$ cat src/shared/fhs_map.svh
`ifndef FHS_MAP_SVH
`define FHS_MAP_SVH

// Clock and timing figures
`define FHS_CLK_FREQ_HZ      100000000
`define FHS_CLK_PERIOD_PS    10000
`define FHS_RESTART_MS       295
`define FHS_OC_HOLD_US       50
`define FHS_BLANK_NS         100
`define FHS_RESTART_CYCLES   ((`FHS_RESTART_MS * (`FHS_CLK_FREQ_HZ / 1000)))
`define FHS_OC_HOLD_CYCLES   ((`FHS_OC_HOLD_US * (`FHS_CLK_FREQ_HZ / 1000000)))
`define FHS_BLANK_CYCLES     \
    ((`FHS_BLANK_NS * 1000 + `FHS_CLK_PERIOD_PS - 1) / `FHS_CLK_PERIOD_PS)

// Soft-start discharge current in microamps
`define FHS_SS_DISCHARGE_UA  8'h28

`endif

$ cat src/shared/fhs_pkg.sv
package fhs_pkg;
    typedef enum logic [2:0] {
        FHS_ST_FAULT,
        FHS_ST_RESET_WAIT,
        FHS_ST_SOFT_START,
        FHS_ST_RUN,
        FHS_ST_OC_DISCHARGE,
        FHS_ST_HICCUP
    } fhs_state_e;
endpackage

$ cat src/hw/fhs_supervisor.sv
`timescale 1ns/1ps
`include "fhs_map.svh"

// Contract
// RULE1 - Input voltage outside the sense window is a shutdown fault.
// RULE2 - Overvoltage fault enters low-power mode for about 295 ms.
// RULE3 - After the delay, soft-start if cleared, else repeat the delay.
// RULE4 - Undervoltage shuts down with no low-power mode and no delay.
// RULE5 - Overcurrent shutdown is armed only after soft-start completes.
// RULE6 - Armed overcurrent stops charge and discharges soft-start at 40 uA.
// RULE7 - Each overcurrent retriggers a one-shot lasting 50 us past its end.
// RULE8 - Discharge is not cancelled while the one-shot is active.
// RULE9 - Soft-start below 4.375 V disables drive and fully discharges it.
// RULE10 - After overcurrent shutdown, 295 ms low power, then auto soft-start.
// RULE11 - Overcurrent ending 50 us before shutdown level restores charging.
// RULE12 - System may defeat hiccup by setting threshold above about 1.5 V.
// RULE13 - Current sense is ignored for the first 100 ns of each on-time.
// RULE14 - Blanking starts when the drive rising edge crosses 3.0 V.
// RULE15 - Blanking suppresses both the modulation and overcurrent compares.
// RULE16 - Fault on reference low, overvoltage, undervoltage or over-heat.
// RULE17 - During any fault, drive is disabled and soft-start discharged.
// RULE18 - Soft-start begins only when fault clear and soft-start reset low.
// RULE19 - Soft-start completes when soft-start exceeds error amp output.
// RULE20 - Blanking is disabled while feedback input is below 2.0 V.
// RULE21 - Comparator results arrive as synchronous flags; delays by counters.
// RULE22 - General fault shutdown takes priority over overcurrent sequence.
module fhs_supervisor
    import fhs_pkg::*;
#(
    parameter int RESTART_CYCLES = `FHS_RESTART_CYCLES,
    parameter int OC_HOLD_CYCLES = `FHS_OC_HOLD_CYCLES,
    parameter int BLANK_CYCLES   = `FHS_BLANK_CYCLES
) (
    input  wire logic CLK_SYS_IN,            // System clock, 100 MHz
    input  wire logic RST_IN,                // Async reset, active high
    input  wire logic OVERVOLTAGE_SENSE_IN,  // Overvoltage above 2.50 V
    input  wire logic UNDERVOLTAGE_SENSE_IN, // Undervoltage below 1.45 V
    input  wire logic VREF_LOW_IN,           // Reference below 4.65 V
    input  wire logic OVER_TEMP_IN,          // Die above about 130 C
    input  wire logic GATE_ABOVE_3V_IN,      // Drive output above 3.0 V
    input  wire logic FEEDBACK_INPUT_LOW_IN, // Feedback below 2.0 V
    input  wire logic PWM_CMP_IN,            // Raw peak-current compare
    input  wire logic OC_CMP_IN,             // Raw overcurrent compare
    input  wire logic SS_ABOVE_COMP_IN,      // Soft-start above error amp
    input  wire logic SS_BELOW_RESET_IN,     // Soft-start below reset level
    input  wire logic SS_BELOW_SHUT_IN,      // Soft-start below 4.375 V
    output logic      DRIVE_EN_OUT,          // Gate drive allowed
    output logic      SS_CHARGE_OUT,         // Soft-start charge source on
    output logic      SS_DISCH_40UA_OUT,     // 40 uA discharge on
    output logic      SS_DISCH_FAST_OUT,     // Fast full discharge on
    output logic      LOW_POWER_OUT,         // Low-power mode
    output logic      PWM_TRIP_OUT,          // Blanked peak-current compare
    output logic      OC_TRIP_OUT,           // Blanked overcurrent compare
    output logic      OC_ARMED_OUT,          // Soft-start done, OC armed
    output logic      OC_ONESHOT_OUT         // Overcurrent one-shot active
);

    // ==========================================================
    // Fault decode
    // ==========================================================
    fhs_state_e  state_reg;
    fhs_state_e  state_next;
    logic [31:0] delay_reg;
    logic [31:0] delay_next;
    logic [15:0] hold_reg;
    logic [7:0]  blank_reg;
    logic        gate_d_reg;

    // Count down by one, stopping at zero
    function automatic logic [31:0] count_down(input logic [31:0] value);
        return (value != 32'h0000_0000) ? value - 32'h0000_0001
                                        : 32'h0000_0000;
    endfunction

    wire window_fault = OVERVOLTAGE_SENSE_IN
                        | UNDERVOLTAGE_SENSE_IN;                  // [RULE1]
    wire any_fault = window_fault | VREF_LOW_IN | OVER_TEMP_IN;   // [RULE16]
    wire delay_done = (delay_reg == 32'h0000_0001);

    // ==========================================================
    // Leading edge blanking
    // ==========================================================
    wire gate_rise = GATE_ABOVE_3V_IN & ~gate_d_reg;              // [RULE14]
    wire blanking = (gate_rise | (blank_reg != 8'h00))
                    & ~FEEDBACK_INPUT_LOW_IN;                     // [RULE20]
    wire pwm_trip = PWM_CMP_IN & ~blanking;                       // [RULE15]
    wire oc_trip = OC_CMP_IN & ~blanking;                         // [RULE13]
    wire armed = (state_reg == FHS_ST_RUN)
                 | (state_reg == FHS_ST_OC_DISCHARGE);            // [RULE5]
    wire oc_event = oc_trip & armed;
    wire hold_active = oc_event | (hold_reg != 16'h0000);

    always_ff @(posedge CLK_SYS_IN or posedge RST_IN) begin
        if (RST_IN) begin
            gate_d_reg <= 1'b0;
            blank_reg  <= 8'h00;
        end else begin
            gate_d_reg <= GATE_ABOVE_3V_IN;
            if (gate_rise)
                blank_reg <= 8'(BLANK_CYCLES - 1);                // [RULE13]
            else
                blank_reg <= 8'(count_down({24'h00_0000, blank_reg}));
        end
    end

    // ==========================================================
    // Overcurrent one-shot, retriggered by each event
    // ==========================================================
    always_ff @(posedge CLK_SYS_IN or posedge RST_IN) begin
        if (RST_IN)
            hold_reg <= 16'h0000;
        else if (oc_event)
            hold_reg <= 16'(OC_HOLD_CYCLES);                      // [RULE7]
        else
            hold_reg <= 16'(count_down({16'h0000, hold_reg}));   // [RULE21]
    end

    // ==========================================================
    // Supervisor state machine
    // ==========================================================
    always_comb begin
        state_next = state_reg;
        delay_next = count_down(delay_reg);                       // [RULE21]
        if (any_fault && state_reg != FHS_ST_HICCUP) begin        // [RULE22]
            state_next = FHS_ST_FAULT;                            // [RULE17]
        end else begin
            case (state_reg)
                FHS_ST_FAULT: begin
                    state_next = FHS_ST_RESET_WAIT;
                end
                FHS_ST_RESET_WAIT: begin
                    if (SS_BELOW_RESET_IN)
                        state_next = FHS_ST_SOFT_START;           // [RULE18]
                end
                FHS_ST_SOFT_START: begin
                    if (SS_ABOVE_COMP_IN)
                        state_next = FHS_ST_RUN;                  // [RULE19]
                end
                FHS_ST_RUN: begin
                    if (oc_event)
                        state_next = FHS_ST_OC_DISCHARGE;         // [RULE6]
                end
                FHS_ST_OC_DISCHARGE: begin
                    if (SS_BELOW_SHUT_IN) begin
                        state_next = FHS_ST_HICCUP;               // [RULE9]
                        delay_next = 32'(RESTART_CYCLES);         // [RULE10]
                    end else if (!hold_active) begin
                        state_next = FHS_ST_RUN;                  // [RULE11]
                    end
                end
                FHS_ST_HICCUP: begin
                    if (delay_done) begin
                        if (any_fault)
                            delay_next = 32'(RESTART_CYCLES);     // [RULE3]
                        else
                            state_next = FHS_ST_RESET_WAIT;       // [RULE3]
                    end
                end
                default: state_next = FHS_ST_FAULT;
            endcase
        end
        // Overvoltage enters the timed low-power restart path
        if (OVERVOLTAGE_SENSE_IN && state_reg != FHS_ST_HICCUP) begin
            state_next = FHS_ST_HICCUP;                           // [RULE2]
            delay_next = 32'(RESTART_CYCLES);
        end
    end

    always_ff @(posedge CLK_SYS_IN or posedge RST_IN) begin
        if (RST_IN) begin
            state_reg <= FHS_ST_FAULT;
            delay_reg <= 32'h0000_0000;
        end else begin
            state_reg <= state_next;
            delay_reg <= delay_next;
        end
    end

    // ==========================================================
    // Registered outputs
    // ==========================================================
    wire drive_next = (state_next == FHS_ST_SOFT_START)
                      | (state_next == FHS_ST_RUN)
                      | (state_next == FHS_ST_OC_DISCHARGE);
    wire disch_next = (state_next == FHS_ST_OC_DISCHARGE);        // [RULE8]
    wire fast_next = (state_next == FHS_ST_FAULT)
                     | (state_next == FHS_ST_RESET_WAIT)
                     | (state_next == FHS_ST_HICCUP);             // [RULE4]

    always_ff @(posedge CLK_SYS_IN or posedge RST_IN) begin
        if (RST_IN) begin
            DRIVE_EN_OUT      <= 1'b0;
            SS_CHARGE_OUT     <= 1'b0;
            SS_DISCH_40UA_OUT <= 1'b0;
            SS_DISCH_FAST_OUT <= 1'b1;
            LOW_POWER_OUT     <= 1'b0;
            PWM_TRIP_OUT      <= 1'b0;
            OC_TRIP_OUT       <= 1'b0;
            OC_ARMED_OUT      <= 1'b0;
            OC_ONESHOT_OUT    <= 1'b0;
        end else begin
            DRIVE_EN_OUT      <= drive_next;
            SS_CHARGE_OUT     <= drive_next & ~disch_next;
            SS_DISCH_40UA_OUT <= disch_next;
            SS_DISCH_FAST_OUT <= fast_next;
            LOW_POWER_OUT     <= (state_next == FHS_ST_HICCUP);   // [RULE2]
            PWM_TRIP_OUT      <= pwm_trip;
            OC_TRIP_OUT       <= oc_trip;
            OC_ARMED_OUT      <= armed;
            OC_ONESHOT_OUT    <= hold_active;
        end
    end
endmodule

$ cat config.mk
export PLATFORM = sky130hd
export DESIGN_NAME = fhs_supervisor
export DESIGN_NICKNAME = d
export VERILOG_FILES = /design/src/shared/fhs_pkg.sv /design/src/hw/fhs_supervisor.sv
export VERILOG_INCLUDE_DIRS = /design/src /design/src/shared
export SDC_FILE = /design/constraint.sdc
export NUM_CORES = 1
export LEC_CHECK = 0
export BUFFER_PORTS_ARGS = -buffer_cell sky130_fd_sc_hd__clkbuf_2
export CORE_MARGIN = 3
export CORE_UTILIZATION = 25
export CTS_CLUSTER_SIZE = 40
export DETAILED_ROUTE_END_ITERATION = 6
export GPL_ROUTABILITY_DRIVEN = 0
export PLACE_DENSITY_LB_ADDON = 0.25
export SLEW_MARGIN = 5
export SYNTH_ARGS = -nofsm -noshare
export SYNTH_HDL_FRONTEND = slang
export SYNTH_SLANG_ARGS = --single-unit
$ cat constraint.sdc
create_clock -name CLK_SYS_IN -period 6.2 [get_ports CLK_SYS_IN]
set_input_delay 1.24 -clock CLK_SYS_IN [delete_from_list [all_inputs] [get_ports CLK_SYS_IN]]
set_output_delay 1.24 -clock CLK_SYS_IN [all_outputs]
set_load 0.01 [all_outputs]
Word level (Yosys, flattened, before mapping)
Cells that the tools add are included.

cells by class
  equal/unequal tests = 12
  reductions and logical operators = 7
  bitwise gates (word level) = 20
  muxes and demuxes = 21
  $add $sub $neg = 3

operators with widths
  operator                                              count
  2-to-1 mux 32 bit                                     6
  one-hot mux 32 bit (2 select lines)                   1
  equality test 32 x 1 -> 1 bit, second input constant  1
  2-to-1 mux 16 bit                                     2
  nonzero test 32 bit                                   1
  subtractor 32 x 1 -> 32 bit, second input constant    1
  2-to-1 mux 3 bit                                      9
  one-hot mux 3 bit (6 select lines)                    1
  2-to-1 mux 8 bit                                      2
  nonzero test 16 bit                                   1
  subtractor 16 x 1 -> 16 bit, second input constant    1
  equality test 3 x 2 -> 1 bit, second input constant   4
  equality test 3 bit, second input constant            4
  bitwise OR 1 bit                                      10
  nonzero test 8 bit                                    1
  subtractor 8 x 1 -> 8 bit, second input constant      1
  bitwise AND 1 bit                                     6
  equality test 3 x 1 -> 1 bit, second input constant   2
  logical NOT 3 bit                                     2
  inverter 1 bit                                        4
  != test 3 bit, second input constant                  1
  logical AND 1 bit                                     2

word-level totals
  register bits after elaboration = 69
  input bits = 13
  word-level logic and storage cells = 77

Logic depth before layout (Yosys ltp)
  depth after elaboration = 17
  gate-level depth with buffers = 8
  mapped depth without buffers = 7

Worst setup path before layout
No wires, ideal clock.

  path type = in2reg
  start = in UNDERVOLTAGE_SENSE_IN
  end = reg SS_DISCH_FAST_OUT
  path slack = 3422 ps
  library setup time = 77 ps
  cell stages on the path = 5
  arrival time = 2700 ps
  cells stage by stage = or4_2 -> a22oi_1 -> o311ai_0 -> o211a_1 -> o21ba_1

on the way
  longest elaborated chain between the ends = 11
  elaborated cells between the ends (all ways) = 14
  classes of those cells = eq/ne: 2; mux: 5; bitwise: 5; reduce/logical: 2

RTL lines
  element                                                            line                                          source
  start: declaration                                                 fhs_supervisor.sv:37                          input wire logic UNDERVOLTAGE_SENSE_IN,
  bitwise OR 1 bit *                                                 fhs_supervisor.sv:76                          | UNDERVOLTAGE_SENSE_IN;
  bitwise OR 1 bit * (2 in a row)                                    fhs_supervisor.sv:77                          wire any_fault = window_fault | VREF_LOW_IN | OVER_TEMP_IN;
  2-to-1 mux 3 bit                                                   fhs_supervisor.sv:153                         if (any_fault)
  2-to-1 mux 3 bit                                                   fhs_supervisor.sv:152                         if (delay_done) begin
  one-hot mux 3 bit (6 select lines)                                 fhs_supervisor.sv:127                         case (state_reg)
  2-to-1 mux 3 bit *                                                 fhs_supervisor.sv:124                         if (any_fault && state_reg != FHS_ST_HICCUP) begin
  2-to-1 mux 3 bit *                                                 fhs_supervisor.sv:163                         if (OVERVOLTAGE_SENSE_IN && state_reg != FHS_ST_HICCUP) begin
  equality test 3 x 1 -> 1 bit or logical NOT 3 bit (tied branches)  fhs_supervisor.sv:187, fhs_supervisor.sv:186
  bitwise OR 1 bit                                                   fhs_supervisor.sv:187                         | (state_next == FHS_ST_RESET_WAIT)
  bitwise OR 1 bit *                                                 fhs_supervisor.sv:188                         | (state_next == FHS_ST_HICCUP);
  via fast_next                                                      fhs_supervisor.sv:186                         wire fast_next = (state_next == FHS_ST_FAULT)
  end signal: assignment                                             fhs_supervisor.sv:205                         SS_DISCH_FAST_OUT <= fast_next;
  end: declaration                                                   fhs_supervisor.sv:50                          output logic SS_DISCH_FAST_OUT,

Mark *: on every way through the listed nets, which the timed path passes. The rest lies on a longest branch.

Final worst setup path
  start = reg delay_reg[6]
  end = reg delay_reg[15]

on the way
  longest elaborated chain between the ends = 7
  elaborated cells between the ends (all ways) = 10
  classes of those cells = add/sub: 1; eq/ne: 1; mux: 7; reduce/logical: 1

RTL lines
  element                                                             line                   source
  start: declaration                                                  fhs_supervisor.sv:63   logic [31:0] delay_reg;
  start signal: assignment                                            fhs_supervisor.sv:175  delay_reg <= delay_next;
  subtractor 32 x 1 -> 32 bit or nonzero test 32 bit (tied branches)  fhs_supervisor.sv:71   return (value != 32'h0000_0000) ? value - 32'h0000_0001
  2-to-1 mux 32 bit                                                   fhs_supervisor.sv:71
  2-to-1 mux 32 bit                                                   fhs_supervisor.sv:153
  2-to-1 mux 32 bit                                                   fhs_supervisor.sv:152
  one-hot mux 32 bit (2 select lines)                                 fhs_supervisor.sv:127
  2-to-1 mux 32 bit *                                                 fhs_supervisor.sv:124
  2-to-1 mux 32 bit *                                                 fhs_supervisor.sv:163
  via delay_next[15]                                                  fhs_supervisor.sv:64   logic [31:0] delay_next;

Marked as above.

==> metrics.yaml <==
numCtsBuffers: 9
syn-cell-area_mm2: 0.00342
whs_ps: 496
crit_path_end_kind: "flip-flop"
diodes: 0
ys_seq_elements: 69
antenna_found_initial: 0
cts_resized: 0
synthToLayoutAreaGrowth_pct: 17.3
yosysTopAreaCellShare_pct: 49.8
min_period_ps: 3110
synth_common_cells: "dfrtp_1 (68), nor2_1 (55), xnor2_1 (40), nor4_1 (24), o21ai_0 (21)"
slew_violations: 0
hp-class: "flip-flop to flip-flop"
relSlewSlack_pct: 39.0
drive_gt1_share_pct: 14.1
cts_root_buf: "clkbuf_16"
dpl-instance-area_mm2: 0.00371
htreeDepth: 3
largest_reg_flops: 32
drtIter0Drc: 92
firstDrtPassIters: 5
cts_setup_buffers: 0
synth_largest_area_cell: "dfrtp_1"
fin_util_pct: 30.2
grt.overflow.total: 0
synth-main-ff-cell: "dfrtp_1"
postRouteAntennaNets: 0
worst_pin_slew_ps: 916
num_vias: 2596
synth_compound_area_share_pct: 8.78
timing.final.ws_setup_ps: 3090
wl_um: 7290
drc_errors: 0
clockBufferDepth: 2
synth-edff-count: 0
clk_latency_ps: 330
die_y_um: 123
grt_max_degree: 70
place_ws_ps: 2960
path_class: "flip-flop to flip-flop"
syn_inst: 350
vdd_ir_drop_max_mv: 0.124
holdBufCountCts: 0
cp_max_fo: 24
synthMuxAreaShare_pct: 0
grt_first_pass_wirelength_um: 12900
final-seq-area_mm2: 0.00173
nets: 390
cts_tree: "built"
powerDensity_mw_per_mm2: 383
outcome: "completed"
final_cell_count_no_fill: 553
n_fill_cell: 1383
rsz0062_at_grt: "false"
synth_cell_type_count: 49
p_total_mw: 1.54
hold_violations: 0
wl_per_cell_um: 13.2
synth_nets: 368
fin_setup_tns_ps: 0
core-area_mm2: 0.0133
timing.fmax_ghz: 0.322
fin_crit_sh_pct: 50.1
synthArstFlopShare_pct: 100
port_buffers: 21
maxCapViolCount: 0
grt_pass1_vias: 2680
yosys.area_share.simple_pct: 24.6
die-width_um: 123
ioPinCount: 22
skew_ps: 6.86
multi_input_area_mm2: 0.00160
clk_pin_slew_ps: 60
dieArea_mm2: 0.0151
synth_xor_area_share_pct: 11.5
rows: 42
cp.required_ps: 6380
yosysSeqAreaShare_pct: 50.5
p_leak_nw: 1.58
yosysWarnings: 0
final_area_mm2: 0.00401
setup_viol: 0
synth.most_common_cell: "dfrtp_1"
cp-start-kind: "flip-flop"
grt_use_total_pct: 10.8
start_util_pct: 25.7
avgSynthCellArea_um2: 9.77
avgViaCountPerCell: 4.69
synthAdderAreaFrac_pct: 1.83
cts_num_sinks: 69
dp_hpwl_um: 4790
synth_top_family_by_area: "simple AND/OR/NAND/NOR gates"
dp.cells: 537
cp_data_arrival_time_ps: 3280
synth_area_leaders: "dfrtp_1 (50%), xnor2_1 (10%), nor2_1 (6.0%)"
-- cells in the final DEF (no fill, tap or decap), drive strengths merged, types with 2 or more instances in the layout --
master	synthesis	routed
a21o	2	2
a21oi	7	7
a41oi	2	2
and2	4	4
buf	4	2
clkbuf	8	31
clkinv	0	2
clkinvlp	0	3
dfrtp	68	68
ha	5	5
inv	11	11
nand2	15	15
nand2b	6	6
nand3	9	9
nand3b	6	6
nor2	55	55
nor2b	2	2
nor3	17	17
nor3b	2	2
nor4	24	24
o21ai	21	21
o31ai	2	2
or2	5	5
or3	7	7
or4	4	4
xnor2	40	40
xor2	5	5
-- final cells by class --
type,count,share of cell area (%)
inverter,11,1.03
timing repair buffer,23,3.00
multi-input combinational,258,39.9
clock inverter,6,1.56
clock buffer,10,5.96
tap,176,5.49
sequential,69,43.1
-- worst paths after layout --
path / start / to / slack (ps) / cells after the start
setup / recovery: delay_reg[6] / delay_reg[15] / 3090 / 5
hold / removal: blank_reg[0] / blank_reg[0] / 500 / 1
setup reg to reg: delay_reg[6] / delay_reg[15] / 3090 / 5
hold reg to reg: blank_reg[0] / blank_reg[0] / 500 / 1
max in group asynchronous: RST_IN / blank_reg[7] / 4420 / 3
min in group asynchronous: RST_IN / delay_reg[25] / 1150 / 3
-- critical path, stage by stage, from the launching register on --
cell	delay, ps
dfrtp_1	410
nor4_1	740
nand3_2	510
nor3_1	430
a21o_1	720
nor2_1	130
-- report_power, final --
part	switching, mW	internal (mW)	total [mW]
Sequential	0.0849	0.546	0.631
Combinational	0.226	0.165	0.391
Clock	0.194	0.321	0.515
Total	0.505	1.03	1.54
-- layer usage --
metal / track usage (%) / vias up / wire (um)
li1: - / 1273 / -
met1: 14.2 / 1287 / 3610
met2: 16.8 / 23 / 3360
met3: 2.33 / 13 / 162
met4: 5.11 / 0 / 159
met5: 0 / - / 0
-- logic make-up (layout without fill, tap and decap cells) --
group / count (synthesis) / after routing
AND/OR/NAND/NOR: 162 / 162
flip-flops: 69 / 69
AO/OA/AOI/OAI: 46 / 46
XOR/XNOR: 45 / 45
buffers and inverters: 23 / 50
adder cells (fa/ha/maj): 5 / 5
No activity file was read; power rests on OpenSTA's default activity.
